<file path="src/ebtc_params.svh">
/*
  Constants of the eight-bit timer core: register offsets, field positions,
  counter limits, prescaler masks and bus responses.
  Assumes inclusion by bare name from the timer design file.
*/
`ifndef EBTC_PARAMS_SVH
`define EBTC_PARAMS_SVH
// Register byte offsets on the register bus
`define EBTC_OFF_CTRL_A 8'h00
`define EBTC_OFF_CTRL_B 8'h04
`define EBTC_OFF_COUNT 8'h08
`define EBTC_OFF_CMP_A 8'h0C
`define EBTC_OFF_CMP_B 8'h10
`define EBTC_OFF_MASK 8'h14
`define EBTC_OFF_FLAG 8'h18
`define EBTC_OFF_MISC 8'h1C
// Field positions in control_a
`define EBTC_CA_WGM_LO 1:0
`define EBTC_CA_ACT_B 5:4
`define EBTC_CA_ACT_A 7:6
// Field positions in control_b
`define EBTC_CB_CS 2:0
`define EBTC_CB_WGM_HI 3
`define EBTC_CB_FORCE_B 6
`define EBTC_CB_FORCE_A 7
// Field positions in flag and mask registers
`define EBTC_FL_BITS 2:0
// Field positions in the misc register
`define EBTC_MI_PDIR 1:0
`define EBTC_MI_PVAL 3:2
`define EBTC_MI_PWR_OFF 4
// Counter limits
`define EBTC_BOTTOM 8'h00
`define EBTC_MAX 8'hFF
`define EBTC_ONE 8'h01
// Prescaler tap masks for divide by 8, 64, 256 and 1024
`define EBTC_DIV8 10'h007
`define EBTC_DIV64 10'h03F
`define EBTC_DIV256 10'h0FF
`define EBTC_DIV1024 10'h3FF
// Bus responses
`define EBTC_RESP_OKAY 2'h0
`define EBTC_RESP_SLVERR 2'h2
`endif

</file>
<file path="src/ebtc_pkg.sv">
/*
  Types of the eight-bit timer core: mode codes, bus carriers, state record.
  Assumes a 32-bit AXI4-Lite bus with 8-bit addresses.
*/
`default_nettype none
package ebtc_pkg;
  // Counting sequence selected by wave_mode
  typedef enum logic [2:0] {
    EBTC_NORMAL = 3'h0,
    EBTC_PHASE_FF = 3'h1,
    EBTC_CTC = 3'h2,
    EBTC_FAST_FF = 3'h3,
    EBTC_PHASE_OCR = 3'h5,
    EBTC_FAST_OCR = 3'h7
  } ebtc_mode_e;
  // Clock source codes of clock_select
  typedef enum logic [2:0] {
    EBTC_CS_STOP = 3'h0,
    EBTC_CS_DIV1 = 3'h1,
    EBTC_CS_DIV8 = 3'h2,
    EBTC_CS_DIV64 = 3'h3,
    EBTC_CS_DIV256 = 3'h4,
    EBTC_CS_DIV1024 = 3'h5,
    EBTC_CS_EXT_FALL = 3'h6,
    EBTC_CS_EXT_RISE = 3'h7
  } ebtc_cs_e;
  // Master to slave signals
  typedef struct packed {
    logic awvalid;
    logic [7:0] awaddr;
    logic wvalid;
    logic [31:0] wdata;
    logic [3:0] wstrb;
    logic bready;
    logic arvalid;
    logic [7:0] araddr;
    logic rready;
  } ebtc_axi_req_s;
  // Slave to master signals
  typedef struct packed {
    logic awready;
    logic wready;
    logic bvalid;
    logic [1:0] bresp;
    logic arready;
    logic rvalid;
    logic [31:0] rdata;
    logic [1:0] rresp;
  } ebtc_axi_rsp_s;
  // Pin side of the two wave channels
  typedef struct packed {
    logic [1:0] out;
    logic [1:0] oe;
  } ebtc_pins_s;
  // Whole state of the timer
  typedef struct packed {
    logic [1:0] ext_sync;
    logic ext_prev;
    logic [9:0] psc;
    logic [7:0] cnt;
    logic down;
    logic blk;
    logic [7:0] ocr_a;
    logic [7:0] ocr_b;
    logic [7:0] buf_a;
    logic [7:0] buf_b;
    logic [1:0] wgm_lo;
    logic wgm_hi;
    logic [2:0] cs;
    logic [1:0] act_a;
    logic [1:0] act_b;
    logic [2:0] msk;
    logic [2:0] flg;
    logic [1:0] pdir;
    logic [1:0] pval;
    logic pwr_off;
    logic wave_a;
    logic wave_b;
    ebtc_pins_s pins;
    logic [2:0] irq;
    logic aw_got;
    logic w_got;
    logic [7:0] awaddr;
    logic [7:0] wdata;
    logic wstb;
    ebtc_axi_rsp_s rsp;
  } ebtc_state_s;
endpackage
`default_nettype wire

</file>
<file path="src/ebtc_timer.sv">
/*
  Eight-bit timer core with prescaled or external ticks, two compare
  channels with double buffering, wave outputs and AXI4-Lite registers.
  Assumes irq_ack comes from logic on sys_clk and ext_count_pin is asynchronous.
*/
// Added by the designer: the placing of the registers and the AXI4-Lite slave port.
// Function
// - Clock select zero stops counting
// - Each tick clears, increments or decrements counter
// - Count readable, writable; write beats counting
// - Three-bit wave_mode across both control registers
// - Output actions never alter counting sequence
// - Compare equality sets match flag on tick
// - Enabled set match flag requests interrupt
// - Flag clears on service or written one
// - PWM compare writes buffered, else direct
// - Buffer loads only at top or bottom
// - Force strobe acts on wave only
// - Count write blocks matches next tick
// - Output action change applies at next match
// - Reset clears wave outputs; kept across modes
// - Nonzero action overrides port value; direction kept
// - Zero action leaves wave output unchanged
// - Normal mode counts up, wraps FF to 00
// - Normal overflow flag set when count wraps
// - Bottom 00, max FF, top FF or compare_a
// - Power-off bit halts the timer
`default_nettype none
`include "ebtc_params.svh"
module ebtc_timer (
  input wire logic sys_clk,
  input wire logic rst_n,
  input wire ebtc_pkg::ebtc_axi_req_s axi_req,
  output var ebtc_pkg::ebtc_axi_rsp_s axi_rsp,
  input wire logic ext_count_pin,
  input wire logic [2:0] irq_ack,
  output var logic [2:0] irq_req,
  output var ebtc_pkg::ebtc_pins_s wave_pins
);
  ebtc_pkg::ebtc_state_s st_r; // Registered state
  ebtc_pkg::ebtc_state_s st_nxt; // Next state
  ebtc_pkg::ebtc_mode_e mode; // Active counting mode
  logic tick; // One-cycle timer tick
  logic is_pwm; // Fast or phase-correct mode
  logic is_fast; // Fast mode
  logic [7:0] top; // Top of count sequence
  logic match_a; // Live match on channel a
  logic match_b; // Live match on channel b
  logic wr_fire; // Register write happens this cycle
  logic wr_cnt; // Write to count_value
  logic wr_cb; // Write to control_b
  logic force_a; // Force strobe on channel a
  logic force_b; // Force strobe on channel b
  logic ovf_evt; // Overflow event this tick
  logic bot_evt; // Fast mode wrap to bottom
  logic [2:0] flg_clr; // Flag clears this cycle

  // Mode from both control registers; reserved codes count as normal
  assign mode = ebtc_pkg::ebtc_mode_e'({st_r.wgm_hi, st_r.wgm_lo});
  assign is_fast = (mode == ebtc_pkg::EBTC_FAST_FF) || (mode == ebtc_pkg::EBTC_FAST_OCR);
  assign is_pwm = is_fast || (mode == ebtc_pkg::EBTC_PHASE_FF)
                  || (mode == ebtc_pkg::EBTC_PHASE_OCR);
  // Top is max or compare_a by mode
  assign top = ((mode == ebtc_pkg::EBTC_FAST_OCR) || (mode == ebtc_pkg::EBTC_PHASE_OCR))
               ? st_r.ocr_a : `EBTC_MAX;

  // Tick source selection; stopped when select is zero or power is off
  always_comb begin
    tick = 1'b0;
    unique case (ebtc_pkg::ebtc_cs_e'(st_r.cs))
      ebtc_pkg::EBTC_CS_STOP: tick = 1'b0;
      ebtc_pkg::EBTC_CS_DIV1: tick = 1'b1;
      ebtc_pkg::EBTC_CS_DIV8: tick = (st_r.psc & `EBTC_DIV8) == `EBTC_DIV8;
      ebtc_pkg::EBTC_CS_DIV64: tick = (st_r.psc & `EBTC_DIV64) == `EBTC_DIV64;
      ebtc_pkg::EBTC_CS_DIV256: tick = (st_r.psc & `EBTC_DIV256) == `EBTC_DIV256;
      ebtc_pkg::EBTC_CS_DIV1024: tick = (st_r.psc & `EBTC_DIV1024) == `EBTC_DIV1024;
      ebtc_pkg::EBTC_CS_EXT_FALL: tick = ~st_r.ext_sync[1] & st_r.ext_prev;
      ebtc_pkg::EBTC_CS_EXT_RISE: tick = st_r.ext_sync[1] & ~st_r.ext_prev;
    endcase
    if (st_r.pwr_off) begin
      tick = 1'b0;
    end
  end

  // Register write strobes
  assign wr_fire = st_r.aw_got & st_r.w_got & ~st_r.rsp.bvalid & st_r.wstb;
  assign wr_cnt = wr_fire && (st_r.awaddr == `EBTC_OFF_COUNT);
  assign wr_cb = wr_fire && (st_r.awaddr == `EBTC_OFF_CTRL_B);
  // Force strobes only in non-PWM modes
  assign force_a = wr_cb && st_r.wdata[`EBTC_CB_FORCE_A] && !is_pwm;
  assign force_b = wr_cb && st_r.wdata[`EBTC_CB_FORCE_B] && !is_pwm;
  // Matches on a tick, suppressed after a count write
  assign match_a = tick && !st_r.blk && (st_r.cnt == st_r.ocr_a);
  assign match_b = tick && !st_r.blk && (st_r.cnt == st_r.ocr_b);
  assign bot_evt = tick && is_fast && (st_r.cnt == top);
  // Flag clears from written ones and from interrupt service
  assign flg_clr = ((wr_fire && (st_r.awaddr == `EBTC_OFF_FLAG))
                    ? st_r.wdata[`EBTC_FL_BITS] : 3'h0) | irq_ack;

  // Overflow event per mode
  always_comb begin
    ovf_evt = 1'b0;
    if (tick) begin
      if (is_fast) begin
        ovf_evt = st_r.cnt == top;
      end else if (is_pwm) begin
        ovf_evt = st_r.down && (st_r.cnt == `EBTC_ONE);
      end else begin
        ovf_evt = st_r.cnt == `EBTC_MAX;
      end
    end
  end

  // Next wave level for one channel
  function automatic logic wave_next(input logic [1:0] act, input logic cur,
                                     input logic match, input logic force_s,
                                     input logic bot, input logic toggle_ok);
    logic w;
    w = cur;
    if (!is_pwm) begin
      if (match || force_s) begin
        unique case (act)
          2'h0: w = cur;
          2'h1: w = ~cur;
          2'h2: w = 1'b0;
          2'h3: w = 1'b1;
        endcase
      end
    end else if (match) begin
      unique case (act)
        2'h0: w = cur;
        2'h1: w = toggle_ok ? ~cur : cur;
        2'h2: w = is_fast ? 1'b0 : st_r.down;
        2'h3: w = is_fast ? 1'b1 : ~st_r.down;
      endcase
    end else if (bot) begin
      if (act == 2'h2) begin
        w = 1'b1;
      end else if (act == 2'h3) begin
        w = 1'b0;
      end
    end
    return w;
  endfunction

  // Whole next-state computation
  always_comb begin
    st_nxt = st_r;
    // Pin synchroniser and edge history
    st_nxt.ext_sync = {st_r.ext_sync[0], ext_count_pin};
    st_nxt.ext_prev = st_r.ext_sync[1];
    // Free-running prescaler while powered
    if (!st_r.pwr_off) begin
      st_nxt.psc = st_r.psc + 10'h001;
    end
    // Counter step per mode; actions play no part here
    if (tick) begin
      st_nxt.blk = 1'b0;
      unique case (mode)
        ebtc_pkg::EBTC_CTC: st_nxt.cnt = (st_r.cnt == st_r.ocr_a)
                                         ? `EBTC_BOTTOM : st_r.cnt + `EBTC_ONE;
        ebtc_pkg::EBTC_FAST_FF, ebtc_pkg::EBTC_FAST_OCR: begin
          st_nxt.cnt = (st_r.cnt == top) ? `EBTC_BOTTOM : st_r.cnt + `EBTC_ONE;
        end
        ebtc_pkg::EBTC_PHASE_FF, ebtc_pkg::EBTC_PHASE_OCR: begin
          if (st_r.down) begin
            st_nxt.down = st_r.cnt != `EBTC_BOTTOM;
            st_nxt.cnt = st_nxt.down ? st_r.cnt - `EBTC_ONE : st_r.cnt + `EBTC_ONE;
          end else begin
            st_nxt.down = st_r.cnt == top;
            st_nxt.cnt = st_nxt.down ? st_r.cnt - `EBTC_ONE : st_r.cnt + `EBTC_ONE;
          end
        end
        default: st_nxt.cnt = st_r.cnt + `EBTC_ONE;
      endcase
    end
    // Buffer transfer at bottom for fast, at top for phase correct
    if (tick && is_pwm && (is_fast ? st_r.cnt == top : (!st_r.down && st_r.cnt == top))) begin
      st_nxt.ocr_a = st_r.buf_a;
      st_nxt.ocr_b = st_r.buf_b;
    end
    if (!is_pwm) begin
      st_nxt.down = 1'b0;
    end
    // Wave outputs; a written action applies at the next match or force
    st_nxt.wave_a = wave_next(st_r.act_a, st_r.wave_a, match_a, force_a, bot_evt,
                              st_r.wgm_hi);
    st_nxt.wave_b = wave_next(st_r.act_b, st_r.wave_b, match_b, force_b, bot_evt, 1'b0);
    // Flags: a set in the same cycle as a clear wins
    st_nxt.flg = (st_r.flg & ~flg_clr) | {match_b, match_a, ovf_evt};
    // Register writes
    if (wr_fire) begin
      unique case (st_r.awaddr)
        `EBTC_OFF_CTRL_A: begin
          st_nxt.wgm_lo = st_r.wdata[`EBTC_CA_WGM_LO];
          st_nxt.act_a = st_r.wdata[`EBTC_CA_ACT_A];
          st_nxt.act_b = st_r.wdata[`EBTC_CA_ACT_B];
        end
        `EBTC_OFF_CTRL_B: begin
          st_nxt.cs = st_r.wdata[`EBTC_CB_CS];
          st_nxt.wgm_hi = st_r.wdata[`EBTC_CB_WGM_HI];
        end
        `EBTC_OFF_COUNT: begin
          st_nxt.cnt = st_r.wdata;
          st_nxt.blk = 1'b1;
        end
        `EBTC_OFF_CMP_A: begin
          st_nxt.buf_a = st_r.wdata;
          if (!is_pwm) begin
            st_nxt.ocr_a = st_r.wdata;
          end
        end
        `EBTC_OFF_CMP_B: begin
          st_nxt.buf_b = st_r.wdata;
          if (!is_pwm) begin
            st_nxt.ocr_b = st_r.wdata;
          end
        end
        `EBTC_OFF_MASK: st_nxt.msk = st_r.wdata[`EBTC_FL_BITS];
        `EBTC_OFF_MISC: begin
          st_nxt.pdir = st_r.wdata[`EBTC_MI_PDIR];
          st_nxt.pval = st_r.wdata[`EBTC_MI_PVAL];
          st_nxt.pwr_off = st_r.wdata[`EBTC_MI_PWR_OFF];
        end
        default: st_nxt.cnt = st_nxt.cnt;
      endcase
    end
    // Interrupt requests from enabled flags
    st_nxt.irq = st_nxt.flg & st_nxt.msk;
    // Pins: wave overrides port value when action is nonzero
    st_nxt.pins.out[0] = (st_nxt.act_a != 2'h0) ? st_nxt.wave_a : st_nxt.pval[0];
    st_nxt.pins.out[1] = (st_nxt.act_b != 2'h0) ? st_nxt.wave_b : st_nxt.pval[1];
    st_nxt.pins.oe = st_nxt.pdir;
    // Write channels: take address and data in either order
    if (axi_req.awvalid && st_r.rsp.awready) begin
      st_nxt.aw_got = 1'b1;
      st_nxt.awaddr = axi_req.awaddr;
    end
    if (axi_req.wvalid && st_r.rsp.wready) begin
      st_nxt.w_got = 1'b1;
      st_nxt.wdata = axi_req.wdata[7:0];
      st_nxt.wstb = axi_req.wstrb[0];
    end
    // Write response after both halves arrive
    if (st_r.aw_got && st_r.w_got && !st_r.rsp.bvalid) begin
      st_nxt.aw_got = 1'b0;
      st_nxt.w_got = 1'b0;
      st_nxt.rsp.bvalid = 1'b1;
      st_nxt.rsp.bresp = (st_r.awaddr[1:0] == 2'h0) && (st_r.awaddr <= `EBTC_OFF_MISC)
                         ? `EBTC_RESP_OKAY : `EBTC_RESP_SLVERR;
    end else if (st_r.rsp.bvalid && axi_req.bready) begin
      st_nxt.rsp.bvalid = 1'b0;
    end
    // Read channel: data one cycle after the address is taken
    if (axi_req.arvalid && st_r.rsp.arready) begin
      st_nxt.rsp.rvalid = 1'b1;
      st_nxt.rsp.rresp = `EBTC_RESP_OKAY;
      st_nxt.rsp.rdata = 32'h0000_0000;
      unique case (axi_req.araddr)
        `EBTC_OFF_CTRL_A: st_nxt.rsp.rdata[7:0] = {st_r.act_a, st_r.act_b, 2'h0, st_r.wgm_lo};
        `EBTC_OFF_CTRL_B: st_nxt.rsp.rdata[7:0] = {4'h0, st_r.wgm_hi, st_r.cs};
        `EBTC_OFF_COUNT: st_nxt.rsp.rdata[7:0] = st_r.cnt;
        `EBTC_OFF_CMP_A: st_nxt.rsp.rdata[7:0] = st_r.buf_a;
        `EBTC_OFF_CMP_B: st_nxt.rsp.rdata[7:0] = st_r.buf_b;
        `EBTC_OFF_MASK: st_nxt.rsp.rdata[7:0] = {5'h00, st_r.msk};
        `EBTC_OFF_FLAG: st_nxt.rsp.rdata[7:0] = {5'h00, st_r.flg};
        `EBTC_OFF_MISC: st_nxt.rsp.rdata[7:0] = {3'h0, st_r.pwr_off, st_r.pval, st_r.pdir};
        default: st_nxt.rsp.rresp = `EBTC_RESP_SLVERR;
      endcase
    end else if (st_r.rsp.rvalid && axi_req.rready) begin
      st_nxt.rsp.rvalid = 1'b0;
    end
    // Ready only when the matching slot is free
    st_nxt.rsp.awready = ~st_nxt.aw_got & ~st_nxt.rsp.bvalid;
    st_nxt.rsp.wready = ~st_nxt.w_got & ~st_nxt.rsp.bvalid;
    st_nxt.rsp.arready = ~st_nxt.rsp.rvalid;
  end

  // State register; wave outputs clear on reset
  always_ff @(posedge sys_clk or negedge rst_n) begin
    if (!rst_n) begin
      st_r <= '0;
      st_r.rsp.awready <= 1'b1;
      st_r.rsp.wready <= 1'b1;
      st_r.rsp.arready <= 1'b1;
    end else begin
      st_r <= st_nxt;
    end
  end

  // Outputs straight from the state register
  assign axi_rsp = st_r.rsp;
  assign irq_req = st_r.irq;
  assign wave_pins = st_r.pins;

  // Checks
  property p_stop;
    @(posedge sys_clk) disable iff (!rst_n)
    (st_r.cs == 3'h0 && !wr_cnt) |=> (st_r.cnt == $past(st_r.cnt));
  endproperty
  a_stop: assert property (p_stop) else $error("counter moved while stopped");
  property p_incr;
    @(posedge sys_clk) disable iff (!rst_n)
    (tick && mode == ebtc_pkg::EBTC_NORMAL && !wr_cnt) |=> st_r.cnt == $past(st_r.cnt) + 8'h01;
  endproperty
  a_incr: assert property (p_incr) else $error("normal tick did not increment");
  property p_wr_cnt;
    @(posedge sys_clk) disable iff (!rst_n)
    wr_cnt |=> (st_r.cnt == $past(st_r.wdata)) && st_r.blk;
  endproperty
  a_wr_cnt: assert property (p_wr_cnt) else $error("count write lost");
  property p_match;
    @(posedge sys_clk) disable iff (!rst_n)
    (tick && !st_r.blk && st_r.cnt == st_r.ocr_a)
      |=> st_r.flg[1] && (st_r.irq[1] == st_r.msk[1]);
  endproperty
  a_match: assert property (p_match) else $error("match flag not set");
  property p_block;
    @(posedge sys_clk) disable iff (!rst_n)
    (st_r.blk && tick && !st_r.flg[1] && !wr_cnt) |=> !st_r.flg[1];
  endproperty
  a_block: assert property (p_block) else $error("match not blocked");
  property p_wrap;
    @(posedge sys_clk) disable iff (!rst_n)
    (tick && mode == ebtc_pkg::EBTC_NORMAL && st_r.cnt == 8'hFF && !wr_cnt)
      |=> st_r.cnt == 8'h00 && st_r.flg[0];
  endproperty
  a_wrap: assert property (p_wrap) else $error("wrap or overflow wrong");
  property p_force;
    @(posedge sys_clk) disable iff (!rst_n)
    (force_a && st_r.act_a == 2'h3 && !match_a && !st_r.flg[1] && irq_ack[1] == 1'b0)
      |=> st_r.wave_a && wave_pins.out[0] && !st_r.flg[1];
  endproperty
  a_force: assert property (p_force) else $error("force failed");
  property p_pin;
    @(posedge sys_clk) disable iff (!rst_n)
    (wave_pins.out[0] == ((st_r.act_a != 2'h0) ? st_r.wave_a : st_r.pval[0]))
      && (wave_pins.oe == st_r.pdir);
  endproperty
  a_pin: assert property (p_pin) else $error("pin source wrong");
  property p_keep;
    @(posedge sys_clk) disable iff (!rst_n)
    (st_r.act_b == 2'h0) |=> st_r.wave_b == $past(st_r.wave_b);
  endproperty
  a_keep: assert property (p_keep) else $error("wave changed with zero action");
  // Compare registers, power gating and flag writes
  property p_direct;
    @(posedge sys_clk) disable iff (!rst_n)
    (wr_fire && st_r.awaddr == `EBTC_OFF_CMP_A && !is_pwm)
      |=> st_r.ocr_a == $past(st_r.wdata);
  endproperty
  a_direct: assert property (p_direct) else $error("direct compare write lost");
  property p_hold_cmp;
    @(posedge sys_clk) disable iff (!rst_n)
    (is_pwm && !(tick && st_r.cnt == top)) |=> st_r.ocr_a == $past(st_r.ocr_a);
  endproperty
  a_hold_cmp: assert property (p_hold_cmp) else $error("compare changed off top");
  property p_power;
    @(posedge sys_clk) disable iff (!rst_n)
    (st_r.pwr_off && !wr_cnt) |=> st_r.cnt == $past(st_r.cnt);
  endproperty
  a_power: assert property (p_power) else $error("counter moved while powered off");
  property p_flag_keep;
    @(posedge sys_clk) disable iff (!rst_n)
    (wr_fire && st_r.awaddr == `EBTC_OFF_FLAG && irq_ack == 3'h0)
      |=> ($past(st_r.flg) & ~$past(st_r.wdata[`EBTC_FL_BITS]) & ~st_r.flg) == 3'h0;
  endproperty
  a_flag_keep: assert property (p_flag_keep) else $error("flag lost on zero write");
  c_ovf: cover property (@(posedge sys_clk) disable iff (!rst_n) st_r.flg[0]);
  c_force: cover property (@(posedge sys_clk) disable iff (!rst_n) force_a);
  c_pwm: cover property (@(posedge sys_clk) disable iff (!rst_n) tick && is_pwm && match_b);
  c_block: cover property (@(posedge sys_clk) disable iff (!rst_n) st_r.blk && tick);
  c_ack: cover property (@(posedge sys_clk) disable iff (!rst_n) irq_ack != 3'h0);
endmodule
`default_nettype wire

</file>
<file path="config.mk">
export PLATFORM = sky130hd
export DESIGN_NAME = ebtc_timer
export DESIGN_NICKNAME = d
export VERILOG_FILES = /design/src/ebtc_pkg.sv /design/src/ebtc_timer.sv
export VERILOG_INCLUDE_DIRS = /design/src
export SDC_FILE = /design/constraint.sdc
export NUM_CORES = 1
export LEC_CHECK = 0
export BUFFER_PORTS_ARGS = -buffer_cell sky130_fd_sc_hd__buf_2
export CELL_PAD_IN_SITES_DETAIL_PLACEMENT = 1
export CELL_PAD_IN_SITES_GLOBAL_PLACEMENT = 1
export CORE_MARGIN = 4
export CORE_UTILIZATION = 35
export DETAILED_ROUTE_END_ITERATION = 10
export PLACE_DENSITY = 0.63
export SKIP_CTS_REPAIR_TIMING = 1
export SLEW_MARGIN = 20
export SYNTH_ARGS = -nofsm -noshare
export SYNTH_HDL_FRONTEND = slang
export SYNTH_SLANG_ARGS = --single-unit
</file>
<file path="constraint.sdc">
create_clock -name sys_clk -period 2.96 [get_ports sys_clk]
set_input_delay 0.592 -clock sys_clk [delete_from_list [all_inputs] [get_ports sys_clk]]
set_output_delay 0.592 -clock sys_clk [all_outputs]
set_load 0.02 [all_outputs]
</file>
==> metrics.yaml <==
synthCells: 667
crit_arrival_ps: 3140
clock_latency_ps: 420
die_y_um: 145
diodes: 0
hold_path.class: "in2async"
final_cells: 969
muxShareOfSynthArea_pct: 11.9
status: "complete, no violations"
areaGrowthSynthToFinish_pct: 16.0
die-area_um2: 21100
finalClockSkew_ps: 12.5
synth_compound_area_share_pct: 13.7
p_comb_share_pct: 21.6
p_leak_uw: 0.00356
crit_type: "reg2reg"
synth_area_um2: 6600
drv_cap: 0
setup_viol: 0
p_per_area_nw_per_um2: 743
place_congestion: 0.886
num_vias: 5314
synth_top_family_by_area: "simple AND/OR/NAND/NOR gates"
core_area_um2: 18300
firstDrtPassIters: 5
cp_max_fo: 6
swShare_pct: 34.7
cts_tree: "built"
grt.overflow.total: 0
rsz0062_at_grt: "false"
maxSlewHeadroom_pct: 56.5
clock_sinks: 117
rows: 49
dpl_cell_area_um2: 7080
synthXorXnorAreaFrac_pct: 3.58
p_int_uw: 3720
dpl.hpwl_mm: 14.9
cts_made_buffers: 17
track_usage_pct: 19.6
syn_area_per_cell_um2: 9.90
max_freq_mhz: 356
clockBufferDepth: 2
finish.utilization_pct: 41.9
timing_max_transition_violations_final: 0
fin_crit_sh_pct: 94.9
ys_seq_elements: 117
fin_nets: 796
synth_cell_types: 73
fill_cells: 2073
root_buffer: "clkbuf_16"
totalWireLength_mm: 20.2
end_kind: "flip-flop"
synth_simple_gate_area_share_pct: 16.3
tns_ps: 0
required_ps: 3290
grt_pass1_wl_mm: 33.0
drt-initial-drc-count: 329
synth_seq_area_share_pct: 44.4
antenna_found_initial: 0
clk_pin_slew_ps: 60
grt_pass1_vias: 5760
clock_power_share_pct: 34.8
remaining_drc_errors: 0
yosys_warnings: 0
period_needed_ps: 2810
dp.cells: 937
wire_per_inst_um: 20.8
synth_edf_count: 0
final_area_um2: 7660
final_hold_viol_count: 0
start_util_pct: 36.1
die_x_um: 145
p_total_uw: 5690
cts_max_level: 4
io_buffers: 57
synth-adder-area-share_pct: 1.14
ys.flop_type: "dfrtp_1"
cp-start-kind: "flip-flop"
vdd_drop_max_v: 0.000457
grt_max_degree: 49
synthArstFlopShare_pct: 100
drive_above_1_share_pct: 26.8
ant_nets: 0
seq_power_share_pct: 43.6
power.switching_uw: 1970
tightest_slew_ps: 652
viasPerCell: 5.48
io_pins: 111
cells in the final DEF (no fill, tap or decap), types with 4 or more instances in the layout:
master,netlist,layout
a21o_1,8,8
a21oi_1,18,18
a221oi_1,5,5
a222oi_1,5,5
a22oi_1,6,6
a31oi_1,12,12
and2_1,4,4
and3_1,8,8
buf_2,6,56
buf_4,51,38
clkbuf_16,0,17
clkinv_2,0,5
clkinvlp_4,0,4
conb_1,1,26
dfrtp_1,114,111
ha_1,6,6
inv_1,20,20
mux2_2,54,54
mux2i_1,18,18
nand2_1,69,69
nand2b_1,7,7
nand3_1,20,20
nand4_1,10,10
nor2_1,36,36
nor2b_1,10,10
nor3_1,19,19
nor4_1,8,8
o21ai_0,32,32
o31ai_1,7,6
or3_1,6,6
xnor2_1,21,21
xor2_1,6,6
final timing paths:
kind	startpoint	to	slack [ps]	depth (start not counted)
worst max-delay path	st_r[126]$_DFF_PN0_	wave_pins[2]$_DFF_PN0_	150	7
worst min-delay path	rst_n	st_r[131]$_DFF_PN0_	210	1
worst max register to register	st_r[126]$_DFF_PN0_	wave_pins[2]$_DFF_PN0_	150	7
worst min register to register	st_nxt[144]$_DFF_PN0_	st_nxt[142]$_DFF_PN0_	340	0
max in group asynchronous	rst_n	axi_rsp[35]$_DFF_PN1_	1920	2
min in group sys_clk	ext_count_pin	st_nxt[144]$_DFF_PN0_	290	1
Yosys cell counts, drive strengths merged, types with 10 or more instances:
cell	instances	area share [%]
nor2b	10	0.95
nand3	20	1.5
nor2	36	2.0
mux2i	18	2.7
buf	60	6.5
nand4	10	0.95
clkbuf	20	1.2
a31oi	12	1.1
nand2	69	3.9
xnor2	21	2.8
mux2	54	9.2
a21oi	18	1.4
nor3	19	1.4
o21ai	34	2.6
inv	21	1.2
dfrtp	114	43
power by group through the flow:
stage / sequential, uW / combinational [uW] / clock [uW]
CTS: 2470 / 1240 / 2020
detailed placement: 2500 / 1220 / 0
global placement: 2470 / 1170 / 0
finish: 2480 / 1230 / 1980
global route: 2530 / 1370 / 2100
floorplan: 2150 / 1090 / 0
registers in the layout, summed over array words and instances, names as in the netlist:
signal	count
st_r	90
axi_rsp	15
wave_pins	4
irq_req	3
mode	3
st_nxt	2
worst max-delay path, cell delays in order, from the launching register on:
cell and delay, ps:
dfrtp_1 500, inv_1 220, a2111oi_4 350, o21ai_1 200
or3_1 440, or4_1 530, a211o_1 330, a31oi_1 140
routing by layer:
metal | global-route usage [%] | up-vias | wire (um)
met5 | 0 | - | 0
met4 | 5.65 | 0 | 354
met3 | 2.83 | 22 | 714
met2 | 33.7 | 127 | 10300
met1 | 25.7 | 2716 | 8860
li1 | - | 2449 | -
logic make-up after synthesis:
group / count (synthesis)
buffers and inverters: 101
adder cells (fa/ha/maj): 6
other: 1
flip-flops: 117
AND/OR/NAND/NOR: 214
XOR/XNOR: 27
AO/OA/AOI/OAI: 129
multiplexers: 72
area by class of cell:
cell class                      instances  area (um^2)  share of cell area (%)
Sequential cell                       117         2940                    38.3
Multi-Input combinational cell        474         3180                    41.6
Tap cell                              229          287                    3.74
Inverter                               21         78.8                    1.03
Clock inverter                         12          103                    1.34
Clock buffer                           20          467                    6.09
Timing Repair Buffer                   96          606                    7.91
metrics by stage:
stage / hold WS [ps] / setup slack, ps
floorplan: 296 / 462
global placement: 343 / 217
detailed placement: 338 / 171
CTS: 229 / 145
global route: 264 / 14.0
finish: 213 / 150
Power figures use the tool's default switching activity.
